**src/design/rxdi_regs.svh**
```systemverilog
`ifndef RXDI_REGS_SVH
`define RXDI_REGS_SVH

// register indices; byte address is four times the index
`define RXDI_IDX_BLK_EN 8'h04
`define RXDI_IDX_CFG 8'h11
`define RXDI_IDX_IEN 8'h12
`define RXDI_IDX_IST 8'h14

// field positions
`define RXDI_BLK_RX_EN_BIT 7
`define RXDI_CFG_PERIOD_SEL_BIT 7
`define RXDI_CFG_LOF_BIT 6
`define RXDI_CFG_OOF_BIT 5
`define RXDI_CFG_LOS_BIT 4
`define RXDI_LOS_BIT 1
`define RXDI_LOF_BIT 2
`define RXDI_OOF_BIT 3

// reset values
`define RXDI_BLK_EN_RST 8'h00
`define RXDI_IEN_RST 8'h00
`define RXDI_IST_RST 8'h00
`define RXDI_PERIOD_SEL_RST 1'b0

// writable masks
`define RXDI_BLK_EN_WMASK 8'h83
`define RXDI_IEN_WMASK 8'h1f

// timing
`define RXDI_CLK_KHZ 100000
`define RXDI_LOF_SHORT_US 1000
`define RXDI_LOF_LONG_US 3000
`define RXDI_OOF_ERR_FRAMES 4
`define RXDI_LOS_ZERO_RUN 32
`define RXDI_LOS_CLR_WINDOW 32
`define RXDI_LOS_CLR_RUN 4

`endif

```
**src/design/rxdi_pkg.sv**
```systemverilog
package rxdi_pkg;

  typedef enum logic [1:0] {
    RXDI_IN_FRAME,
    RXDI_HUNT,
    RXDI_VERIFY
  } rxdi_frm_state_t;

  // live defects, packed in flag bit order, shifted down one (struct bit 0 is flag bit 1)
  typedef struct packed {
    logic framing_lost;
    logic frame_loss;
    logic signal_missing;
  } rxdi_defect_t;

  typedef struct packed {
    logic tick;
    logic fas_err;
    logic fas_found;
  } rxdi_frame_ev_t;

endpackage

```
**src/design/rxdi_top.sv**
```systemverilog
// Register access over APB was chosen for this implementation.
`timescale 1ns/1ps
`include "rxdi_regs.svh"
// Behaviour
// RL1 - enabled defect change drives interrupt request pin low
// RL2 - signal-loss declare and clear both raise a change interrupt
// RL3 - signal-loss change sets status flag bit 1
// RL4 - live signal-loss state readable at configuration bit 4
// RL5 - host may send far-end failure while serviced defect holds
// RL6 - host stops far-end failure once serviced defect reads false
// RL7 - out-of-frame declare and clear both raise a change interrupt
// RL8 - four consecutive errored frames declare out-of-frame
// RL9 - entering in-frame from verify or out-of-frame clears out-of-frame
// RL10 - enable bit 3 gates the out-of-frame change interrupt
// RL11 - out-of-frame change sets status flag bit 3
// RL12 - live out-of-frame state readable at configuration bit 5
// RL13 - enable bit written one enables, zero disables
// RL14 - frame-loss declare and clear both raise a change interrupt
// RL15 - out-of-frame lasting 1 ms or 3 ms declares frame loss
// RL16 - return to in-frame clears frame loss
// RL17 - frame-loss enable and status flags sit at bit 2
// RL18 - flags stay until status read; read clears, releases request
// RL19 - enable bit 1 gates the signal-loss change interrupt
// RL20 - block receive enable bit 7 gates receive interrupts to pin
// RL21 - loss pin high or 32 zeros declares signal loss
// RL22 - loss pin low or 32 bits without 4 zeros clears it; code clears only when the pin is low and the bit check releases
module rxdi_top
  import rxdi_pkg::*;
#(
  parameter int LOF_SHORT_CYC = `RXDI_LOF_SHORT_US * (`RXDI_CLK_KHZ / 1000),
  parameter int LOF_LONG_CYC = `RXDI_LOF_LONG_US * (`RXDI_CLK_KHZ / 1000)
)
(
  // clock, reset, enable
  input wire logic clk_i,
  input wire logic rstn_i,
  input wire logic ce_i,
  // apb slave
  input wire logic psel_i,
  input wire logic penable_i,
  input wire logic pwrite_i,
  input wire logic [9:0] paddr_i,
  input wire logic [31:0] pwdata_i,
  output logic [31:0] prdata_o,
  output logic pready_o,
  output logic pslverr_o,
  // line pins
  input wire logic line_unit_signal_missing_in_i,
  input wire logic rx_line_positive_i,
  input wire logic rx_line_negative_i,
  input wire logic rx_bit_valid_i,
  // framer events, same clock
  input wire logic frame_tick_i,
  input wire logic fas_err_i,
  input wire logic fas_found_i,
  // interrupt request and live defects
  output logic int_n_o,
  output logic rx_signal_missing_state_o,
  output logic rx_framing_lost_state_o,
  output logic rx_frame_loss_state_o
);

  localparam int LOF_W = 20;
  localparam logic [LOF_W-1:0] LOF_SHORT = LOF_SHORT_CYC[LOF_W-1:0];
  localparam logic [LOF_W-1:0] LOF_LONG = LOF_LONG_CYC[LOF_W-1:0];
  localparam logic [5:0] ZERO_RUN = 6'(`RXDI_LOS_ZERO_RUN);
  localparam logic [5:0] CLR_WIN = 6'(`RXDI_LOS_CLR_WINDOW);
  localparam logic [5:0] CLR_RUN = 6'(`RXDI_LOS_CLR_RUN);
  localparam logic [2:0] OOF_ERRS = 3'(`RXDI_OOF_ERR_FRAMES);

  // pin synchronisers
  logic [2:0] pin_raw;
  logic [2:0] pin_s1;
  logic [2:0] pin_s2;
  assign pin_raw = {line_unit_signal_missing_in_i, rx_line_positive_i, rx_line_negative_i};

  genvar gi;
  generate
    for (gi = 0; gi < 3; gi++)
    begin : g_sync
      always_ff @(posedge clk_i or negedge rstn_i)
      begin
        if (!rstn_i)
        begin
          pin_s1[gi] <= 1'b0;
          pin_s2[gi] <= 1'b0;
        end
        else if (ce_i)
        begin
          pin_s1[gi] <= pin_raw[gi];
          pin_s2[gi] <= pin_s1[gi];
        end
      end
    end
  endgenerate

  wire los_pin = pin_s2[2];
  wire bit_zero = ~pin_s2[1] & ~pin_s2[0];

  // signal-loss detection on line bits
  logic [5:0] zero_run;
  logic [5:0] clean_bits;
  logic los_digital;
  wire [5:0] next_zero_run = bit_zero ? ((zero_run == ZERO_RUN) ? zero_run : zero_run + 6'h01)
                                      : 6'h00;
  wire run4 = bit_zero & (next_zero_run >= CLR_RUN);
  wire [5:0] next_clean = run4 ? 6'h00 : ((clean_bits == CLR_WIN) ? clean_bits
                                                                   : clean_bits + 6'h01);
  wire los_declare = next_zero_run == ZERO_RUN; // [RL21]
  wire los_release = next_clean == CLR_WIN; // [RL22]

  always_ff @(posedge clk_i or negedge rstn_i)
  begin
    if (!rstn_i)
    begin
      zero_run <= 6'h00;
      clean_bits <= 6'h00;
      los_digital <= 1'b0;
    end
    else if (ce_i && rx_bit_valid_i)
    begin
      zero_run <= next_zero_run;
      clean_bits <= next_clean;
      if (los_declare)
        los_digital <= 1'b1;
      else if (los_release)
        los_digital <= 1'b0;
    end
  end

  // receive framer
  rxdi_frame_ev_t fev;
  assign fev = '{tick: frame_tick_i, fas_err: fas_err_i, fas_found: fas_found_i};

  rxdi_frm_state_t frm_state;
  rxdi_frm_state_t next_frm_state;
  logic [2:0] err_frames;
  logic [2:0] next_err_frames;

  always_comb
  begin
    next_frm_state = frm_state;
    next_err_frames = err_frames;
    case (frm_state)
      RXDI_IN_FRAME:
      begin
        if (fev.tick)
        begin
          next_err_frames = fev.fas_err ? err_frames + 3'h1 : 3'h0;
          if (next_err_frames == OOF_ERRS)
            next_frm_state = RXDI_HUNT; // [RL8]
        end
      end
      RXDI_HUNT:
      begin
        next_err_frames = 3'h0;
        if (fev.fas_found)
          next_frm_state = RXDI_VERIFY;
      end
      RXDI_VERIFY:
      begin
        if (fev.tick)
          next_frm_state = fev.fas_err ? RXDI_HUNT : RXDI_IN_FRAME; // [RL9]
      end
      default:
        next_frm_state = RXDI_HUNT;
    endcase
  end

  // frame-loss timer while out of frame
  logic period_sel;
  logic [LOF_W-1:0] oof_cycles;
  logic lof_state;
  wire oof_now = frm_state != RXDI_IN_FRAME;
  wire [LOF_W-1:0] lof_limit = period_sel ? LOF_LONG : LOF_SHORT;
  wire lof_expire = oof_now & (oof_cycles >= lof_limit - 20'h00001); // [RL15]
  wire in_frame_next = next_frm_state == RXDI_IN_FRAME;

  always_ff @(posedge clk_i or negedge rstn_i)
  begin
    if (!rstn_i)
    begin
      frm_state <= RXDI_HUNT;
      err_frames <= 3'h0;
      oof_cycles <= '0;
      lof_state <= 1'b1;
    end
    else if (ce_i)
    begin
      frm_state <= next_frm_state;
      err_frames <= next_err_frames;
      oof_cycles <= (oof_now && !lof_expire) ? oof_cycles + 20'h00001 : '0;
      if (in_frame_next)
        lof_state <= 1'b0; // [RL16]
      else if (lof_expire)
        lof_state <= 1'b1;
    end
  end

  // live defects and change detection
  rxdi_defect_t dnow;
  rxdi_defect_t dlast;
  assign dnow = '{framing_lost: oof_now, frame_loss: lof_state, signal_missing: los_pin | los_digital};

  // apb decode
  wire [7:0] idx = paddr_i[9:2];
  wire apb_done = psel_i & penable_i & pready_o;
  wire hit_blk = idx == `RXDI_IDX_BLK_EN;
  wire hit_cfg = idx == `RXDI_IDX_CFG;
  wire hit_ien = idx == `RXDI_IDX_IEN;
  wire hit_ist = idx == `RXDI_IDX_IST;
  wire mapped = hit_blk | hit_cfg | hit_ien | hit_ist;
  wire wr_done = apb_done & pwrite_i;
  wire ist_read = apb_done & ~pwrite_i & hit_ist; // [RL18]

  logic [7:0] blk_en;
  logic [7:0] ien;
  logic [7:0] ist;
  wire [7:0] cfg_val = {period_sel, dnow.frame_loss, dnow.framing_lost, dnow.signal_missing, 4'h0}; // [RL4] [RL12]

  // per-source flag set; set wins over read clear
  logic [3:1] flag_set;
  generate
    for (gi = 1; gi <= 3; gi++)
    begin : g_flag
      // [RL2] [RL7] [RL14] on both edges of each defect
      assign flag_set[gi] = (dnow[gi-1] != dlast[gi-1]) & ien[gi]; // [RL10] [RL19] [RL17]
    end
  endgenerate

  wire [7:0] next_ist = {4'h0, flag_set, 1'b0}
                      | (ist_read ? 8'h00 : ist); // [RL3] [RL11] [RL18]
  wire irq = blk_en[`RXDI_BLK_RX_EN_BIT] & |(next_ist & ien); // [RL20] [RL1]

  wire [7:0] rd_byte = hit_blk ? blk_en :
                       hit_cfg ? cfg_val :
                       hit_ien ? ien :
                       hit_ist ? ist : 8'h00;

  // register writes, one register per block
  always_ff @(posedge clk_i or negedge rstn_i)
  begin
    if (!rstn_i)
      blk_en <= `RXDI_BLK_EN_RST;
    else if (ce_i && wr_done && hit_blk)
      blk_en <= pwdata_i[7:0] & `RXDI_BLK_EN_WMASK;
  end

  always_ff @(posedge clk_i or negedge rstn_i)
  begin
    if (!rstn_i)
      ien <= `RXDI_IEN_RST;
    else if (ce_i && wr_done && hit_ien)
      ien <= pwdata_i[7:0] & `RXDI_IEN_WMASK; // [RL13]
  end

  always_ff @(posedge clk_i or negedge rstn_i)
  begin
    if (!rstn_i)
      period_sel <= `RXDI_PERIOD_SEL_RST;
    else if (ce_i && wr_done && hit_cfg)
      period_sel <= pwdata_i[`RXDI_CFG_PERIOD_SEL_BIT];
  end

  // previous defect state for change detection
  always_ff @(posedge clk_i or negedge rstn_i)
  begin
    if (!rstn_i)
      dlast <= '{framing_lost: 1'b1, frame_loss: 1'b1, signal_missing: 1'b0};
    else if (ce_i)
      dlast <= dnow;
  end

  // sticky flags, cleared by status read
  always_ff @(posedge clk_i or negedge rstn_i)
  begin
    if (!rstn_i)
      ist <= `RXDI_IST_RST;
    else if (ce_i)
      ist <= next_ist;
  end

  always_ff @(posedge clk_i or negedge rstn_i)
  begin
    if (!rstn_i)
      int_n_o <= 1'b1;
    else if (ce_i)
      int_n_o <= ~irq; // [RL1]
  end

  // apb answer: ready one cycle into the access phase
  wire access_first = psel_i & penable_i & ~pready_o;
  wire [31:0] rd_word = pwrite_i ? 32'h0000_0000 : {24'h00_0000, rd_byte};

  always_ff @(posedge clk_i or negedge rstn_i)
  begin
    if (!rstn_i)
      pready_o <= 1'b0;
    else if (ce_i)
      pready_o <= access_first;
  end

  always_ff @(posedge clk_i or negedge rstn_i)
  begin
    if (!rstn_i)
      prdata_o <= 32'h0000_0000;
    else if (ce_i && access_first)
      prdata_o <= rd_word;
  end

  always_ff @(posedge clk_i or negedge rstn_i)
  begin
    if (!rstn_i)
      pslverr_o <= 1'b0;
    else if (ce_i)
      pslverr_o <= access_first & ~mapped;
  end

  // live defect outputs
  always_ff @(posedge clk_i or negedge rstn_i)
  begin
    if (!rstn_i)
      rx_signal_missing_state_o <= 1'b0;
    else if (ce_i)
      rx_signal_missing_state_o <= dnow.signal_missing;
  end

  always_ff @(posedge clk_i or negedge rstn_i)
  begin
    if (!rstn_i)
      rx_framing_lost_state_o <= 1'b1;
    else if (ce_i)
      rx_framing_lost_state_o <= dnow.framing_lost;
  end

  always_ff @(posedge clk_i or negedge rstn_i)
  begin
    if (!rstn_i)
      rx_frame_loss_state_o <= 1'b1;
    else if (ce_i)
      rx_frame_loss_state_o <= dnow.frame_loss;
  end

endmodule // rxdi_top

```
**config.mk**
```make
export PLATFORM = sky130hd
export DESIGN_NAME = rxdi_top
export DESIGN_NICKNAME = d
export VERILOG_FILES = /design/src/design/rxdi_pkg.sv /design/src/design/rxdi_top.sv
export VERILOG_INCLUDE_DIRS = /design/src /design/src/design
export SDC_FILE = /design/constraint.sdc
export NUM_CORES = 1
export LEC_CHECK = 0
export BUFFER_PORTS_ARGS = -buffer_cell sky130_fd_sc_hd__buf_2
export CAP_MARGIN = 40
export CELL_PAD_IN_SITES_DETAIL_PLACEMENT = 1
export CELL_PAD_IN_SITES_GLOBAL_PLACEMENT = 1
export CORE_ASPECT_RATIO = 1.2
export CORE_UTILIZATION = 38
export DETAILED_ROUTE_END_ITERATION = 10
export GPL_ROUTABILITY_DRIVEN = 0
export PLACE_DENSITY_LB_ADDON = 0.1
export SLEW_MARGIN = 10
export SYNTH_ARGS = -nofsm -noshare
export SYNTH_HDL_FRONTEND = slang
export SYNTH_SLANG_ARGS = --single-unit
```
**constraint.sdc**
```tcl
create_clock -name clk_i -period 2.3 [get_ports clk_i]
set_clock_uncertainty 0.15 [all_clocks]
set_input_delay 0.23 -clock clk_i [delete_from_list [all_inputs] [get_ports clk_i]]
set_output_delay 0.23 -clock clk_i [all_outputs]
set_load 0.01 [all_outputs]
```
==> metrics.md <==
| Metric | Value |
|---|---|
| 1st-pass router iterations | `8` |
| Largest family of logic cells by synthesized area | `simple AND/OR/NAND/NOR gates` |
| Post-synth top area cell | `dfrtp_1` |
| Worst hold path class | `input port to register` |
| Clock root cell | `clkbuf_16` |
| Grt ovf | `0` |
| Synthesis Warnings | `0` |
| Row cnt | `between 40 and 50` |
| Fin crit share | `0.975` |
| Largest net degree at the start of global routing | `between 40 and 50` |
| Area share of the largest cell type after synthesis | `0.407` |
| Post-Layout Inst Area | `approximately 5200 um^2` |
| Hold Vio Cnt, Final | `0` |
| Synthesized area per cell | `9.91 um^2` |
| Top-count cell post-synth | `dfrtp_1` |
| Mapped Cells | `422` |
| Post-route ant nets | `0` |
| DRT iter0 DRCs | `69` |
| Post-synthesis simple-gate area fraction | `0.184` |
| Htree depth | `3` |
| Switching fraction of total power | `0.272` |
| #FFs+latches synth | `73` |
| Vias in the first global route | `3513` |
| Synth area leaders | `dfrtp_1 (41%), mux2_2 (4.6%), buf_4 (4.3%)` |
| WP buf/inv | `1` |
| Register Area | `1830 um^2` |
| Sequential group share of total power | `0.432` |
| GRT Util Overall | `0.188` |
| Nets | `568` |
| Post-synth cell types | `65` |
| Synth Area in XOR/XNOR | `0.0503` |
| Sequential-to-total area share from yosys stat | `0.438` |
| PortBufs | `40` |
| Worst EP arrival | `2.35 ns` |
| Dpl hpwl | `around 7500 um` |
| Family with the most delay on the worst path | `compound AO/OA/AOI/OAI gates` |
| EDFF count, synth | `0` |
| Synth-to-layout area growth | `23.5%` |
| Fin crit period | `2.24 ns` |
| Antenna violations before repair | `0` |
| Dominant synthesized flop cell | `dfrtp_1` |
| Crit Path Category | `register to register` |
| Starting Density | `0.394` |
| Multi-input logic area | `2260 um^2` |
| Post-synthesis mux area share | `0.0506` |
| Internal | `2.52 mW` |
| Failing checks | `design-rule violations` |
| Commonest cells post-synth | `dfrtp_1 (68), nor2_1 (39), nand2_1 (28), nand3_1 (27), buf_4 (24)` |
| CP Cell Sequence | `buf_6 -> ha_4 -> and4b_2 -> a2111oi_4 -> o211ai_2 -> and2_4 -> nor2_1` |
| Drc violations | `16` |
| Final setup fails | `0` |
| Filler instances | `1212` |
| CTS sink count | `73` |
| Crit path max fanout | `8` |
| Synth Area in Adders | `0.0359` |
| Post-DP Area | `4580 um^2` |
| Die span in y | `117 um` |
| Core Region | `10600 um^2` |
| Compound-Gate Fraction of Synth Area | `0.162` |
| Post-DR vias/cell | `between 5 and 6` |
| Combinational power share | `0.158` |
| Worst vdd ir | `0.000346 V` |
| Mapped cell area | `4180 um^2` |
| Ports | `93` |
| Tot Pwr | `3.46 mW` |
| WL per Instance | `16.1 um` |
| Post-layout util | `0.486` |
| CP endpoint kind | `register` |
| Clk buf depth | `2` |
| Clock slew at reported path FFs | `0.06 ns` |
| Ratio of cells with drive above 1 in the final layout | `0.281` |
| First-pass GRT wire length | `17000 um` |
| Worst Path Required | `2.41 ns` |
| NetSw | `0.941 mW` |
| Status | `finished, violations left` |
| Cell Pwr Density | `670 nW/um^2` |
| CTS tree | `done` |
| Clock power share | `0.410` |
| Slowest cell on crit path | `a2111oi_4` |
| Final WL | `between 10000 and 15000 um` |
| Die X | `97.7 um` |
| Inserted Diodes | `0` |
| Final-report max-slew violation count | `0` |
| FMAX | `0.446 GHz` |
| Die ar. | `11400 um^2` |
| MaxCap Viol Count | `0` |
| Crit path largest cell delay | `0.41 ns` |
| CTS buffer count | `9` |
| Via count | `~3.4k` |
| Crit start category | `register` |
| Clk_lat worst skew | `0.33 ns` |
| Pleak | `2.33 nW` |
| Fraction of registers with async set/reset | `1.00` |
## layout by cell type (no fill, tap or decap), types with 3 or more instances in the layout
cell type,netlist,layout
a21o_1,4,4
a21oi_1,8,8
a221o_1,3,3
a22o_1,14,14
a22oi_1,3,3
a31oi_1,4,4
a32o_1,6,6
and2_1,6,6
and2_4,1,3
and3_1,6,6
buf_2,1,39
buf_4,24,30
clkbuf_16,0,9
conb_1,1,24
dfrtp_1,68,68
dfstp_2,5,5
dlygate4sd3_1,0,10
ha_1,12,10
inv_1,17,16
mux2_2,17,17
nand2_1,28,28
nand2b_1,6,6
nand3_1,27,27
nand4_1,4,4
nor2_1,39,24
nor2_2,0,6
nor2_4,0,9
nor3_1,14,13
nor4_1,5,4
o21ai_0,16,15
o22ai_1,3,3
o31ai_1,3,3
xnor2_1,15,15
xor2_1,9,9
## flip-flops by register name, indices dropped and copies added, names as in the netlist
signal / cells
int_n_o: 1
pin_s2: 2
zero_run: 6
prdata_o: 8
ist: 5
ien: 5
dlast: 3
los_digital: 1
pready_o: 1
pslverr_o: 1
oof_cycles: 20
los_pin: 1
clean_bits: 6
err_frames: 3
pin_s1: 3
blk_en: 3
period_sel: 1
lof_state: 1
frm_state: 2
## metal layers
layer  vias to the layer above  GRT usage  share of wire
li1                       1634          -              -
met1                      1686      0.222           0.44
met2                        46      0.344           0.52
met3                        15     0.0333          0.024
met4                         0     0.0697          0.016
met5                         -          0              0
## tightest hold or removal path, cell delays in order
cell,delay (ns)
buf_2,0.11
nand2_1,0.05
o21ai_0,0.06
## area by class of cell
cell class              instances  area share
clock buffers                  12      0.0497
multi-input cells             319       0.437
repair buffers                 81       0.107
clock inverters                 3     0.00775
well taps                     129      0.0313
flip-flops and latches         73       0.355
inverters                      17      0.0124
## stage by stage
step / setup TNS (ns) / cells / setup slack [ns] / hold WS (ns)
2_1_floorplan: 0 / 445 / 0.0564 / -0.216
3_3_place_gp: 0 / 603 / 0.0961 / 0.0476
3_5_place_dp: 0 / 603 / 0.0497 / 0.0507
4_1_cts: 0 / 628 / 0.0226 / 0.00181
5_1_grt: -0.126 / 634 / -0.0205 / 0.0284
6_report: 0 / 634 / 0.0578 / 0.0134
## power by group through the flow
stage | Combinational, mW | Clock (mW) | Sequential, mW
final | 0.546 | 1.42 | 1.49
after global routing | 0.615 | 1.50 | 1.51
after CTS | 0.514 | 1.46 | 1.49
after detailed placement | 0.499 | 0 | 1.52
after global placement | 0.482 | 0 | 1.51
after floorplan | 0.362 | 0 | 1.49
## repair_timing
item	4_1_cts	5_1_grt
setup buffers	0	4
hold buffers	10	0
endpoints found under the hold margin	38	0
endpoints found under the setup margin	0	19
resized for setup	0	36
## final timing paths
check                                   startpoint                         end  slack [ns]  depth (start not counted)
max                         period_sel$_DFFE_PN0P_  oof_cycles[17]$_DFFE_PN0P_        0.06                          7
min                                    fas_found_i    frm_state[1]$_DFFE_PN0P_        0.01                          3
max in group asynchronous                   rstn_i        dlast[2]$_DFFE_PN1P_        1.14                          3
min in group asynchronous                   rstn_i  oof_cycles[13]$_DFFE_PN0P_        0.23                          2
max reg2reg                 period_sel$_DFFE_PN0P_  oof_cycles[17]$_DFFE_PN0P_        0.06                          7
min reg2reg                prdata_o[6]$_DFFE_PN0P_     prdata_o[6]$_DFFE_PN0P_        0.36                          1
## cells by family after synthesis
logic type	count (synthesis)
simple gates	153
compound gates	85
flops	73
buf+inv	55
xor+xnor	24
mux	19
fa+ha+maj	12
other cells	1
Note: power is estimated with default switching activity, not from simulation.
